--- src/design/dtts_pkg.sv ---
// Purpose: Shared constants for the digital test tone source.
// Assumes: Shelf PCM timing arrives as plain pins from outside the clock.
// Notes:   Tone table levels are selected by a parameter of the top.
`default_nettype none
package dtts_pkg;
  localparam int unsigned SAMPLE_W   = 8;   // Bits in one PCM sample.
  localparam int unsigned ROM_DEPTH  = 64;  // Samples in one tone table.
  localparam int unsigned ADDR_W     = 6;   // Width of the sample address.
  localparam int unsigned BITCNT_W   = 3;   // Width of the bit counter.
  localparam int unsigned NUM_TRUNKS = 2;   // Trunk logic buffers.
  localparam logic [ADDR_W-1:0] ADDR_LAST  = 6'h3f;  // Last sample address.
  localparam logic [ADDR_W-1:0] ADDR_FIRST = 6'h00;  // First address.
  localparam logic [SAMPLE_W-1:0] PCM_ZERO = 8'hd5;  // Zero-amplitude code.
  localparam logic [BITCNT_W-1:0] BIT_LAST = 3'h7;   // Last bit of a word.
  localparam logic [BITCNT_W-1:0] BIT_FIRST = 3'h0;  // First bit of a word.
  // Tone level variants held in the table.
  typedef enum logic [1:0] {
    DTTS_LVL_M10,
    DTTS_LVL_M15,
    DTTS_LVL_M20
  } dtts_level_t;
endpackage
`default_nettype wire

--- src/design/dtts_tone_rom.sv ---
// Purpose: Stored 1004 Hz sine table with one fixed level per build.
// Assumes: 64 samples per table; the table is only read, never written.
// Notes:   Samples are sign-magnitude with 8 kHz sampling in mind.
`default_nettype none
module dtts_tone_rom
  import dtts_pkg::*;
#(
  parameter dtts_level_t LEVEL = DTTS_LVL_M10  // Fixed table level.
)
(
  input  wire logic                i_clk,   // Core clock.
  input  wire logic [ADDR_W-1:0]   i_addr,  // Sample address.
  output logic      [SAMPLE_W-1:0] o_data   // Registered sample word.
);

  // Quarter-wave magnitudes; a shift sets the level with no variation.
  function automatic logic [SAMPLE_W-1:0] sample_at(
    input logic [ADDR_W-1:0] a);
    logic [6:0] mag;
    logic [6:0] phase;
    logic [6:0] q;
    mag   = 7'h00;
    phase = {1'b0, a} * 7'h05;
    q     = (phase[5] == 1'b0) ? {2'b00, phase[4:0]}
                               : 7'h1f - {2'b00, phase[4:0]};
    mag   = q * 7'h02 + 7'h10;
    unique case (LEVEL)
      DTTS_LVL_M10: mag = mag;
      DTTS_LVL_M15: mag = mag >> 1;
      default:      mag = mag >> 2;
    endcase
    return {phase[6], mag};
  endfunction

  // Registered read keeps the serialiser load timing fixed.
  always_ff @(posedge i_clk)
  begin
    o_data <= sample_at(i_addr);
  end

endmodule
`default_nettype wire

--- src/design/dtts_tone_source.sv ---
// Purpose: Test-line tone source with two trunk logic buffers.
// Assumes: Shelf frame and bit strobes are asynchronous pins.
// Notes:   One shared tone circuit feeds either trunk slot.
//          Pin levels must stand one clock to be seen.
`default_nettype none
module dtts_tone_source
  import dtts_pkg::*;
#(
  parameter dtts_level_t LEVEL = DTTS_LVL_M10  // Tone table level.
)
(
  input  wire logic                  i_clk,        // 250 MHz clock.
  input  wire logic                  i_rst,        // Sync reset, high.
  input  wire logic [NUM_TRUNKS-1:0] i_enable,     // Per-trunk test request.
  input  wire logic [NUM_TRUNKS-1:0] i_tone_sel,   // Tone-select points.
  input  wire logic [NUM_TRUNKS-1:0] i_slot,       // Channel slot per trunk.
  input  wire logic                  i_frame,      // PCM frame strobe.
  input  wire logic                  i_bit_clk,    // PCM bit clock.
  output logic      [NUM_TRUNKS-1:0] o_tx_data,    // Transmit PCM bus bits.
  output logic      [NUM_TRUNKS-1:0] o_tx_en,      // Bus drive per trunk.
  output logic      [NUM_TRUNKS-1:0] o_sel_scan,   // Select scan points.
  output logic                       o_active      // Tone circuit running.
);

  // Two-flop synchronisers for every pin input. The pins have no relation
  // to this clock, so no logic ever reads a first stage.
  logic [NUM_TRUNKS-1:0] en_meta_ff, en_ff, sel_meta_ff, sel_ff;
  logic [NUM_TRUNKS-1:0] slot_meta_ff, slot_ff;
  logic                  frm_meta_ff, frm_ff, frm_d_ff;
  logic                  bck_meta_ff, bck_ff, bck_d_ff;

  // Control pins from the controller: requests, selects and slots.
  always_ff @(posedge i_clk)
  begin
    if (i_rst)
    begin
      en_meta_ff   <= '0;
      en_ff        <= '0;
      sel_meta_ff  <= '0;
      sel_ff       <= '0;
      slot_meta_ff <= '0;
      slot_ff      <= '0;
    end
    else
    begin
      en_meta_ff   <= i_enable;
      en_ff        <= en_meta_ff;
      sel_meta_ff  <= i_tone_sel;
      sel_ff       <= sel_meta_ff;
      slot_meta_ff <= i_slot;
      slot_ff      <= slot_meta_ff;
    end
  end

  // Timing pins from the shelf; a third stage keeps the old level so
  // that each edge is seen exactly once.
  always_ff @(posedge i_clk)
  begin
    if (i_rst)
    begin
      frm_meta_ff  <= 1'b0;
      frm_ff       <= 1'b0;
      frm_d_ff     <= 1'b0;
      bck_meta_ff  <= 1'b0;
      bck_ff       <= 1'b0;
      bck_d_ff     <= 1'b0;
    end
    else
    begin
      frm_meta_ff  <= i_frame;
      frm_ff       <= frm_meta_ff;
      frm_d_ff     <= frm_ff;
      bck_meta_ff  <= i_bit_clk;
      bck_ff       <= bck_meta_ff;
      bck_d_ff     <= bck_ff;
    end
  end

  // Rising-edge decode, shared by the frame and bit strobes.
  function automatic logic rise_of(
    input logic now_lvl,   // Level after the second stage.
    input logic old_lvl);  // Level one clock earlier.
    return now_lvl & ~old_lvl;
  endfunction

  // Edge strobes are taken from the second and third stages only.
  // A pin level shorter than one clock may be missed altogether.
  logic frame_start;
  logic bit_tick;
  logic run;
  assign frame_start = rise_of(frm_ff, frm_d_ff);
  assign bit_tick    = rise_of(bck_ff, bck_d_ff);
  assign run         = |en_ff;

  // Address counter: starts on request, wraps for a continuous tone.
  // Holding the first address while idle makes every test open on the
  // same sample; both trunks share it, so a late trunk joins mid-cycle.
  logic [ADDR_W-1:0] addr_ff;
  logic [ADDR_W-1:0] nxt_addr;
  always_comb
  begin
    nxt_addr = addr_ff;
    if (!run)
      nxt_addr = ADDR_FIRST;
    else if (frame_start)
      nxt_addr = (addr_ff == ADDR_LAST) ? ADDR_FIRST
                                        : addr_ff + 6'h01;
  end

  // Address register; reset parks it on the first sample.
  always_ff @(posedge i_clk)
  begin
    if (i_rst)
      addr_ff <= ADDR_FIRST;
    else
      addr_ff <= nxt_addr;
  end

  // Running flag: any trunk's request keeps the shared circuit going.
  // It follows the synchronised request, so it lags the pin by 3 clocks.
  always_ff @(posedge i_clk)
  begin
    if (i_rst)
      o_active <= 1'b0;
    else
      o_active <= run;
  end

  // Tone table; its registered read adds a clock that frames hide.
  logic [SAMPLE_W-1:0] rom_word;
  dtts_tone_rom #(
    .LEVEL (LEVEL)
  ) u_rom (
    .i_clk  (i_clk),
    .i_addr (addr_ff),
    .o_data (rom_word)
  );

  // Output buffer: one word per frame, shifted MSB first on bit ticks.
  // The ROM word settles long before the next frame, since frames are
  // far slower than the core clock.
  // Ticks past the eighth bit are ignored, so stray edges cannot shift
  // zeros onto the line.
  logic [SAMPLE_W-1:0] shift_ff;
  logic [BITCNT_W-1:0] bit_ff;
  always_ff @(posedge i_clk)
  begin
    if (i_rst)
    begin
      shift_ff <= PCM_ZERO;
      bit_ff   <= BIT_FIRST;
    end
    else if (frame_start)
    begin
      shift_ff <= rom_word;
      bit_ff   <= BIT_FIRST;
    end
    else if (bit_tick && bit_ff != BIT_LAST)
    begin
      shift_ff <= {shift_ff[SAMPLE_W-2:0], 1'b0};
      bit_ff   <= bit_ff + 3'h1;
    end
  end

  // Quiet code is serialised in step with the tone bits.
  // Indexing it by the shared bit counter keeps both on one bit clock.
  logic [BITCNT_W-1:0] quiet_idx;
  assign quiet_idx = BIT_LAST - bit_ff;

  // Trunk logic buffers: each relays data and control for its trunk.
  // Silence must be a valid zero code, not an idle bus, so the bus is
  // driven in the slot whenever the trunk is enabled.
  genvar t;
  generate
    for (t = 0; t < NUM_TRUNKS; t++)
    begin : g_trunk
      // Control relay: scan point and bus drive for this trunk.
      always_ff @(posedge i_clk)
      begin
        if (i_rst)
        begin
          o_tx_en[t]    <= 1'b0;
          o_sel_scan[t] <= 1'b0;
        end
        else
        begin
          o_sel_scan[t] <= sel_ff[t];
          o_tx_en[t]    <= en_ff[t] & slot_ff[t];
        end
      end

      // Data relay: tone bit or quiet bit, with the same timing for both.
      always_ff @(posedge i_clk)
      begin
        if (i_rst)
          o_tx_data[t] <= 1'b0;
        else if (sel_ff[t])
          o_tx_data[t] <= shift_ff[SAMPLE_W-1];
        else
          o_tx_data[t] <= PCM_ZERO[quiet_idx];
      end
    end
  endgenerate

endmodule
`default_nettype wire

--- config.mk ---
export PLATFORM = sky130hd
export DESIGN_NAME = dtts_tone_source
export DESIGN_NICKNAME = d
export VERILOG_FILES = /design/src/design/dtts_pkg.sv /design/src/design/dtts_tone_rom.sv /design/src/design/dtts_tone_source.sv
export SDC_FILE = /design/constraint.sdc
export NUM_CORES = 1
export LEC_CHECK = 0
export BUFFER_PORTS_ARGS = -buffer_cell sky130_fd_sc_hd__buf_4
export CAP_MARGIN = 20
export CORE_MARGIN = 2
export CORE_UTILIZATION = 57
export CTS_CLUSTER_SIZE = 24
export DETAILED_ROUTE_END_ITERATION = 8
export PLACE_DENSITY = 0.74
export SETUP_SLACK_MARGIN = 0.5
export SLEW_MARGIN = 20
export SYNTH_ARGS = -nofsm -noshare
export SYNTH_HDL_FRONTEND = slang
export SYNTH_SLANG_ARGS = --single-unit
--- constraint.sdc ---
create_clock -name i_clk -period 2.37 [get_ports i_clk]
set_input_delay 0.1185 -clock i_clk [delete_from_list [all_inputs] [get_ports i_clk]]
set_output_delay 0.1185 -clock i_clk [all_outputs]
set_load 0.05 [all_outputs]
==> impl_metrics.csv, run 1 <==
group,metric,value,unit
worst_hold_path,hp-class,"primary input to flop",
logic_synthesis,syn_inst,175,
layout,post-route-util,0.749,
global_route,grt-ovfl-total,0,
logic_synthesis,synth_cell_types,32,
timing,skew,0.0103,ns
timing,rsz0062_at_grt,"yes",
route,drtIter0Drc,27,
setup_path,critical_path_arrival,2.18,ns
route,routed_wirelength,3.10,mm
floorplan,initial_utilization,0.604,
power,power_density,657,mW/mm²
logic_synthesis,synth_flop_cell,"dfxtp_1",
floorplan,ioPinCount,17,
layout,drive_gt1_frac,0.215,
timing,hold_viol,0,
logic_synthesis,synth_edf_count,0,
status,outcome,"complete, no violations",
logic_synthesis,synth_mux_area_frac,0.0431,
floorplan,die_x,61.1,µm
route,vias,1244,
logic_synthesis,ys_seq_area_frac,0.528,
timing,clock.fmax,521,MHz
power,leakage,0.947,nW
worst_hold_path,worstHoldPathCells,2,
setup_path,rr_startpoint,"addr_ff[3]$_SDFFE_PP0P_",
logic_synthesis,synth_top_family_by_area,"simple AND/OR/NAND/NOR gates",
setup_path,worstSetupStartpointType,"flop",
route,antenna_left,0,
layout,nFillCells,231,
placement,placed_area,0.00205,mm²
setup_path,crit_type,"flop to flop",
logic_synthesis,synthXorXnorAreaFrac,0.0559,
logic_synthesis,yosys-top-cells-count,"dfxtp_1, nor2b_1, ha_1",
logic_synthesis,mappedNetlistArea,0.00186,mm²
route,wl_per_cell,12.5,µm
route,first_pass_iters,5,
setup_path,crit_chain,"ha_4 > ha_4 > inv_2 > fa_2 > xor2_4 > xnor2_2 > ha_1",
logic_synthesis,yosysTopAreaCell,"dfxtp_1",
logic_synthesis,yosys_register_bits,49,
logic_synthesis,async_reset_ff_frac,0,
setup_path,critPathMaxStageDelay,0.39,ns
setup_path,r2r_slack,0.45,ns
setup_path,r2r_cells,7,
route,drc,0,
route,viasPerCell,5.00,
layout,nNetsFinal,227,
global_route,grt_first_pass_wirelength,5.11,mm
floorplan,die_area,0.00373,mm²
logic_synthesis,synth-compound-area-share,0.0768,
global_route,grt_max_degree,38,
floorplan,die_h,61.1,µm
timing,tightest_slew,0.600,ns
logic_synthesis,synthAdderAreaFrac,0.0916,
floorplan,core,0.00308,mm²
logic_synthesis,synthMostInstantiatedCell,"dfxtp_1",
logic_synthesis,synth.top_cells.by_area,"dfxtp_1, ha_1, nor2b_1, mux2i_1, xnor2_1",
timing,finalSetupViolCount,0,
setup_path,crit_top_cell,"ha_4",
global_route,track_usage,0.191,
clocking,cts_sinks,49,
clocking,clk_pin_slew,0.14,ns
clocking,clockRootBuffer,"clkbuf_4",
logic_synthesis,syn_avg_cell_area,10.6,µm²
setup_path,crit_required,2.64,ns
clocking,cts_tree,"yes",
logic_synthesis,synthSimpleGateAreaFrac,0.172,
placement,dp_slack,0.325,ns
floorplan,row_count,20,
timing,fin_ws,0.451,ns
timing,slew_violations,0,
setup_path,path_max_fanout,4,
power,total_power,1.52,mW
logic_synthesis,yosys_warnings,0,
placement,port_buffers,16,
timing,finalSetupTns,0,ns
setup_path,crit_path_end_kind,"flop",
worst_hold_path,min_from,"i_rst",
clocking,insertion_delay,0.36,ns
global_route,antenna_found_initial,0,
setup_path,worst_path_max_delay_cell,"dfxtp_4",
placement,place_hpwl,2.03,mm
layout,area_growth,24.1,%
logic_synthesis,synth_top_area_frac,0.528,
layout,fin_area,0.00231,mm²
placement,gp_congestion,0.844,
global_route,grt_pass1_vias,1174,
timing,post-route-min-period,1.92,ns
logic_synthesis,syn_nets,198,
run,drv_cap,0,
timing,final.period_utilization,0.810,
layout,n_antenna_cell,0,
power,vdd_drop_max,0.000508,V
timing,relSlewSlack,0.600,
worst_hold_path,hold_end,"o_tx_en[1]$_SDFF_PP0_",
clocking,cts_made_buffers,5,
clocking,clk_path_buf_depth,2,
clocking,htreeDepth,2,
setup_path,r2r_end,"u_rom.o_data[5]$_DFF_P_",
[cell families (layout without fill, tap and decap cells)]
logic type,count (synthesis),count (layout)
multiplexers,8,8
AND/OR/NAND/NOR,58,58
flip-flops,49,49
adder cells (fa/ha/maj),13,13
buffers and inverters,13,43
AO/OA/AOI/OAI,23,23
XOR/XNOR,11,11
[metrics by stage]
| stage | std cells | hold WS (ns) |
|---|---|---|
| finish | 249 | 0.140 |
| global route | 249 | 0.144 |
| CTS | 249 | 0.139 |
| detailed placement | 229 | 0.337 |
| global placement | 229 | 0.327 |
| floorplan | 175 | 0.247 |
[power breakdown]
| part | internal (mW) | total (mW) | switching (mW) |
|---|---|---|---|
| sequential | 0.850 | 0.864 | 0.0135 |
| clock | 0.285 | 0.543 | 0.258 |
| combinational | 0.0526 | 0.109 | 0.0559 |
| total | 1.19 | 1.52 | 0.328 |
[flip-flops by register name, summed over array words and instances, names as in the netlist, 2 cells and up]
register and flops:
shift_ff 8, u_rom.o_data 7, addr_ff 6, bit_ff 3, en_ff 2, en_meta_ff 2, o_sel_scan 2, o_tx_data 2
o_tx_en 2, sel_ff 2, sel_meta_ff 2, slot_ff 2, slot_meta_ff 2
[cells in the final DEF, fill, tap and decap left out, types with 2 or more instances in the layout]
master / synthesis / routed
dfxtp_1: 49 / 44
nor2b_1: 20 / 20
buf_4: 1 / 20
a21oi_1: 11 / 11
nor2_1: 9 / 9
nand2_1: 9 / 9
mux2i_1: 8 / 8
ha_1: 12 / 8
dlygate4sd3_1: 0 / 8
xnor2_1: 7 / 6
nor3_1: 6 / 6
inv_1: 6 / 5
clkbuf_4: 0 / 5
a211oi_1: 4 / 4
dfxtp_4: 0 / 4
nand3b_1: 3 / 3
nand2b_1: 3 / 3
ha_4: 0 / 3
xor2_1: 3 / 2
o21bai_1: 2 / 2
nand3_1: 2 / 2
o21ai_0: 2 / 2
or3_1: 2 / 2
[area by class of cell]
cell class                      count  area, µm²  share of cell area
Tap cell                           44       55.1              0.0239
Timing Repair Buffer               29        241               0.105
Clock buffer                        6       62.6              0.0271
Inverter                            6       22.5             0.00977
Sequential cell                    49        997               0.432
Multi-Input combinational cell    113        892               0.387
Clock inverter                      2       35.0              0.0152
[worst max-delay path, delay by kind of cell (launching register included)]
kind	cells	cell delay, ns
buf+inv	1	0.03
fa+ha+maj	4	1.06
xor+xnor	2	0.35
flops	1	0.39
[how the worst max path moves through the flow]
stage,start,endpoint,slack (ns)
floorplan,addr_ff[1]$_SDFFE_PP0P_,u_rom.o_data[5]$_DFF_P_,0.42
global placement,addr_ff[1]$_SDFFE_PP0P_,u_rom.o_data[5]$_DFF_P_,0.39
detailed placement,addr_ff[1]$_SDFFE_PP0P_,u_rom.o_data[5]$_DFF_P_,0.33
CTS,addr_ff[3]$_SDFFE_PP0P_,u_rom.o_data[5]$_DFF_P_,0.44
global route,addr_ff[3]$_SDFFE_PP0P_,u_rom.o_data[5]$_DFF_P_,0.39
finish,addr_ff[3]$_SDFFE_PP0P_,u_rom.o_data[5]$_DFF_P_,0.45
[repair_timing]
action,4_1_cts,5_1_grt
hold buffers,8,0
gates resized for setup,4,5
pin swaps,4,3
setup buffers,4,0
hold endpoints to repair,8,0
endpoints found under the setup margin,2,8
[routing by layer]
layer | global-route usage | wire length [µm]
met1 | 0.221 | 1370
met2 | 0.327 | 1580
met3 | 0.0588 | 100
met4 | 0.0807 | 44
met5 | 0 | 0
Power figures use the tool's default switching activity.
==> run 2, diff against run 1 <==
==> constraint.sdc (replaced) <==
create_clock -name i_clk -period 1.8 [get_ports i_clk]
set_input_delay 0.09 -clock i_clk [delete_from_list [all_inputs] [get_ports i_clk]]
set_output_delay 0.09 -clock i_clk [all_outputs]
set_load 0.05 [all_outputs]
==> impl_metrics.csv, run 2 (synthesized netlist as in run 1, its figures left out) <==
group,metric,value,unit
status,outcome,"finished with violations",
status,failed_checks,"setup timing",
global_route,antenna_found_initial,0,
floorplan,core,0.00308,mm²
clocking,cts_sinks,49,
clocking,insertion_delay,0.37,ns
timing,finalSetupViolCount,6,
clocking,clk_path_buf_depth,2,
global_route,grt_max_degree,38,
run,drv_cap,0,
layout,nFillCells,171,
layout,n_antenna_cell,0,
layout,top_register,"shift_ff",
timing,clock.fmax,525,MHz
route,vias,1345,
timing,skew,0.0113,ns
floorplan,row_count,20,
worst_hold_path,min_from,"i_rst",
setup_path,r2r_end,"u_rom.o_data[5]$_DFF_P_",
timing,rsz0062_at_grt,"yes",
power,total_power,1.80,mW
setup_path,r2r_cells,7,
setup_path,critical_path_arrival,2.17,ns
route,first_pass_iters,4,
worst_hold_path,worstHoldPathCells,2,
setup_path,crit_type,"flop to flop",
floorplan,die_area,0.00373,mm²
worst_hold_path,hp-class,"primary input to flop",
setup_path,crit_path_end_kind,"flop",
timing,fin_ws,-0.103,ns
layout,top_regs,"shift_ff x8, u_rom.o_data x7, addr_ff x6",
placement,port_buffers,16,
layout,area_growth,39.7,%
route,drtIter0Drc,53,
layout,nNetsFinal,242,
route,viasPerCell,5.09,
power,vdd_drop_max,0.000565,V
layout,post-route-util,0.843,
floorplan,ioPinCount,17,
timing,hold_viol,0,
clocking,cts_made_buffers,5,
clocking,cts_tree,"yes",
timing,slew_violations,0,
route,drc,0,
clocking,clockRootBuffer,"clkbuf_4",
route,wl_per_cell,14.6,µm
global_route,track_usage,0.220,
setup_path,r2r_slack,-0.10,ns
layout,mostFrequentLayoutCells,"dfxtp_1, buf_4, nor2b_1",
timing,relSlewSlack,0.624,
timing,final.period_utilization,1.06,
layout,drive_gt1_frac,0.364,
timing,finalSetupTns,-0.260,ns
clocking,clk_pin_slew,0.14,ns
timing,post-route-min-period,1.90,ns
setup_path,crit_required,2.07,ns
setup_path,rr_startpoint,"addr_ff[1]$_SDFFE_PP0P_",
layout,largest_reg_flops,8,
power,leakage,1.02,nW
setup_path,worstSetupStartpointType,"flop",
worst_hold_path,hold_end,"o_tx_en[1]$_SDFF_PP0_",
timing,tightest_slew,0.563,ns
setup_path,path_max_fanout,3,
layout,mostFrequentLayoutCell,"dfxtp_1",
route,routed_wirelength,3.85,mm
floorplan,initial_utilization,0.604,
global_route,grt_first_pass_wirelength,5.82,mm
power,power_density,693,mW/mm²
global_route,grt_pass1_vias,1312,
route,antenna_left,0,
placement,gp_congestion,0.825,
global_route,grt-ovfl-total,0,
floorplan,die_x,61.1,µm
floorplan,die_h,61.1,µm
clocking,htreeDepth,2,
placement,place_hpwl,2.15,mm
run 2: changes by cell type in the layout (fill, tap and decap cells not counted), sizes merged:
cell,before,now
buf,21,36
bufinv,1,0
clkbuf,6,7
clkinv,1,0
clkinvlp,0,1
run 2: worst max path at each step:
| stage | start | depth (start not counted) | slack [ns] | end |
|---|---|---|---|---|
| after global placement | addr_ff[1]$_SDFFE_PP0P_ | 7 | -0.11 | u_rom.o_data[5]$_DFF_P_ |
| after floorplan | addr_ff[1]$_SDFFE_PP0P_ | 7 | -0.15 | u_rom.o_data[5]$_DFF_P_ |
| after CTS | addr_ff[1]$_SDFFE_PP0P_ | 7 | -0.09 | u_rom.o_data[5]$_DFF_P_ |
| final | addr_ff[1]$_SDFFE_PP0P_ | 7 | -0.10 | u_rom.o_data[5]$_DFF_P_ |
| after global routing | addr_ff[1]$_SDFFE_PP0P_ | 7 | -0.18 | u_rom.o_data[5]$_DFF_P_ |
| after detailed placement | addr_ff[1]$_SDFFE_PP0P_ | 7 | -0.17 | u_rom.o_data[5]$_DFF_P_ |
run 2: metal layers:
metal  routed length, µm  vias to the layer above  GRT usage
met5                   0                        -          0
met4                  71                        0      0.112
met3                 113                       10     0.0777
met2                1990                       28      0.362
met1                1680                      633      0.252
li1                    -                      674          -
run 2: final cells by class:
type | count | area (µm²) | area share
multi-input cells | 113 | 1070 | 0.414
clock buffers | 7 | 45.0 | 0.0173
repair buffers | 44 | 392 | 0.151
clock inverters | 1 | 7.51 | 0.00289
inverters | 6 | 22.5 | 0.00867
flip-flops and latches | 49 | 1000 | 0.385
well taps | 44 | 55.1 | 0.0212
run 2: timing repair:
action                                  in CTS  in global routing
pin swaps                                   15                  6
hold endpoints to repair                     8                  0
gates cloned                                 1                  0
resized for setup                           27                 12
setup buffers                               10                  1
endpoints found under the setup margin      21                 24
hold buffers                                 8                  0
run 2: through the flow:
stage | hold slack (ns) | area, µm² | cells | worst slack [ns]
final | 0.118 | 2600 | 264 | -0.103
after detailed placement | 0.309 | 2170 | 236 | -0.168
after CTS | 0.101 | 2510 | 263 | -0.0872
after global placement | 0.299 | 2170 | 236 | -0.107
after global routing | 0.117 | 2600 | 264 | -0.184
after floorplan | 0.218 | 1980 | 175 | -0.145
run 2: power by group:
part           switching, mW  internal, mW  leakage, nW  total, mW
clock network          0.338         0.155       0.0255      0.493
logic                 0.0856        0.0801        0.590      0.166
registers             0.0195          1.12        0.406       1.14
total                  0.443          1.36         1.02       1.80
run 2: critical path: stages (launching register included):
cell and delay, ns:
dfxtp_4 0.38, ha_4 0.26, ha_4 0.13, inv_2 0.04
fa_2 0.37, xor2_4 0.18, xnor2_2 0.15, ha_1 0.31
==> run 3, diff against run 2 <==
--- a/config.mk
+++ b/config.mk
@@ -8,10 +8,11 @@
 export BUFFER_PORTS_ARGS = -buffer_cell sky130_fd_sc_hd__buf_4
 export CAP_MARGIN = 20
 export CORE_MARGIN = 2
-export CORE_UTILIZATION = 57
+export CORE_UTILIZATION = 60
+export CTS_BUF_LIST = sky130_fd_sc_hd__clkbuf_2
 export CTS_CLUSTER_SIZE = 24
 export DETAILED_ROUTE_END_ITERATION = 8
-export PLACE_DENSITY = 0.74
+export PLACE_DENSITY = 0.77
 export SETUP_SLACK_MARGIN = 0.5
 export SLEW_MARGIN = 20
 export SYNTH_ARGS = -nofsm -noshare
==> impl_metrics.csv, run 3 (synthesized netlist as in run 1, its figures left out) <==
group,metric,value,unit
status,outcome,"finished with violations",
status,failed_checks,"setup timing",
layout,n_antenna_cell,0,
placement,place_inst,225,
power,power_density,726,mW/mm²
power,total_power,1.93,mW
setup_path,crit_path_end_kind,"flop",
global_route,grt-ovfl-total,0,
layout,mostFrequentLayoutCell,"dfxtp_1",
clocking,htreeDepth,2,
worst_hold_path,min_from,"i_rst",
placement,port_buffers,16,
global_route,grt_pass1_vias,1301,
setup_path,crit_top_cell,"ha_4",
timing,clock.fmax,526,MHz
worst_hold_path,hp-class,"primary input to flop",
floorplan,initial_utilization,0.619,
setup_path,crit_required,2.15,ns
clocking,clk_path_buf_depth,2,
timing,post-route-min-period,1.90,ns
floorplan,die_x,59.7,µm
placement,place_hpwl,2.38,mm
layout,nNetsFinal,241,
route,antenna_left,0,
global_route,grt_first_pass_wirelength,5.89,mm
global_route,antenna_found_initial,0,
timing,slew_violations,0,
layout,top_regs,"shift_ff x8, u_rom.o_data x7, addr_ff x6",
layout,post-route-util,0.885,
global_route,grt_max_degree,38,
layout,largest_reg_flops,8,
timing,fin_ws,-0.102,ns
layout,area_growth,43.0,%
floorplan,ioPinCount,17,
setup_path,worstSetupStartpointType,"flop",
timing,tightest_slew,0.543,ns
route,vias,1393,
layout,mostFrequentLayoutCells,"dfxtp_1, buf_4, nor2b_1",
route,drtIter0Drc,63,
worst_hold_path,worstHoldPathCells,2,
route,wl_per_cell,18.1,µm
placement,gp_congestion,0.811,
setup_path,r2r_cells,7,
setup_path,critPathMaxStageDelay,0.40,ns
setup_path,r2r_slack,-0.10,ns
clocking,cts_sinks,49,
timing,rsz0062_at_grt,"yes",
clocking,insertion_delay,0.43,ns
setup_path,crit_type,"flop to flop",
setup_path,worst_path_max_delay_cell,"dfxtp_2",
timing,finalSetupViolCount,4,
setup_path,rr_startpoint,"addr_ff[3]$_SDFFE_PP0P_",
timing,skew,0.0199,ns
floorplan,die_h,59.7,µm
setup_path,r2r_end,"u_rom.o_data[5]$_DFF_P_",
route,drc,0,
clocking,cts_tree,"yes",
layout,top_register,"shift_ff",
clocking,cts_made_buffers,5,
worst_hold_path,hold_end,"sel_ff[0]$_SDFF_PP0_",
global_route,track_usage,0.234,
floorplan,row_count,20,
route,routed_wirelength,4.57,mm
clocking,clockRootBuffer,"clkbuf_2",
setup_path,critical_path_arrival,2.25,ns
power,leakage,1.04,nW
floorplan,core,0.00300,mm²
placement,dp_slack,-0.182,ns
run,drv_cap,0,
timing,final.period_utilization,1.06,
layout,nFillCells,136,
route,first_pass_iters,4,
timing,hold_viol,0,
layout,fin_area,0.00266,mm²
layout,drive_gt1_frac,0.397,
placement,placed_area,0.00216,mm²
route,viasPerCell,5.53,
floorplan,die_area,0.00356,mm²
clocking,clk_pin_slew,0.25,ns
power,vdd_drop_max,0.000702,V
setup_path,path_max_fanout,3,
setup_path,crit_chain,"ha_4 > ha_4 > inv_2 > fa_2 > xor2_4 > xor2_1 > ha_1",
layout,layout.cells.non_filler,252,
timing,relSlewSlack,0.638,
## run 3: per-stage QoR
step	TNS, ns	hold slack [ns]
after floorplan	-0.180	0.218
after global placement	-0.107	0.299
after detailed placement	-0.209	0.309
after CTS	-0.188	0.0282
after global routing	-0.404	-0.0380
final	-0.230	0.0411
## run 3: routing by layer
layer	up-vias	global-route usage	wire length, µm
met5	-	0	0
met4	0	0.105	57
met3	6	0.0584	200
met2	47	0.446	2530
met1	669	0.234	1780
li1	671	-	-
## run 3: worst max-delay path by stage
| stage | start | endpoint |
|---|---|---|
| finish | addr_ff[3]$_SDFFE_PP0P_ | u_rom.o_data[5]$_DFF_P_ |
| floorplan | addr_ff[1]$_SDFFE_PP0P_ | u_rom.o_data[5]$_DFF_P_ |
| global route | addr_ff[2]$_SDFFE_PP0P_ | u_rom.o_data[5]$_DFF_P_ |
| detailed placement | addr_ff[1]$_SDFFE_PP0P_ | u_rom.o_data[5]$_DFF_P_ |
| global placement | addr_ff[1]$_SDFFE_PP0P_ | u_rom.o_data[5]$_DFF_P_ |
| CTS | addr_ff[1]$_SDFFE_PP0P_ | u_rom.o_data[5]$_DFF_P_ |
## run 3: what timing repair did
action | CTS | global route
cloned | 1 | 0
hold buffers | 8 | 0
resized for setup | 23 | 28
setup buffers | 5 | 5
endpoints found under the hold margin | 8 | 0
setup endpoints to repair | 22 | 23
pin swaps | 9 | 14
## run 3: critical path: cells and delay by family, from the launching register on
kind | cells | cell delay, ns
adder cells (fa/ha/maj) | 4 | 1.04
buffers and inverters | 1 | 0.04
XOR/XNOR | 2 | 0.35
flip-flops | 1 | 0.40
## run 3: where the power goes
part	internal (mW)	switching, mW	total, mW
combinational	0.0932	0.101	0.194
clock	0.244	0.345	0.588
sequential	1.12	0.0226	1.15
total	1.46	0.468	1.93
## run 3: area by class of cell
type,count,area [µm²],share of cell area
multi-input cells,113,1140,0.429
flip-flops and latches,49,997,0.375
repair buffers,43,388,0.146
well taps,33,41.3,0.0155
clock inverters,2,38.8,0.0146
clock buffers,6,30.0,0.0113
inverters,6,22.5,0.00848
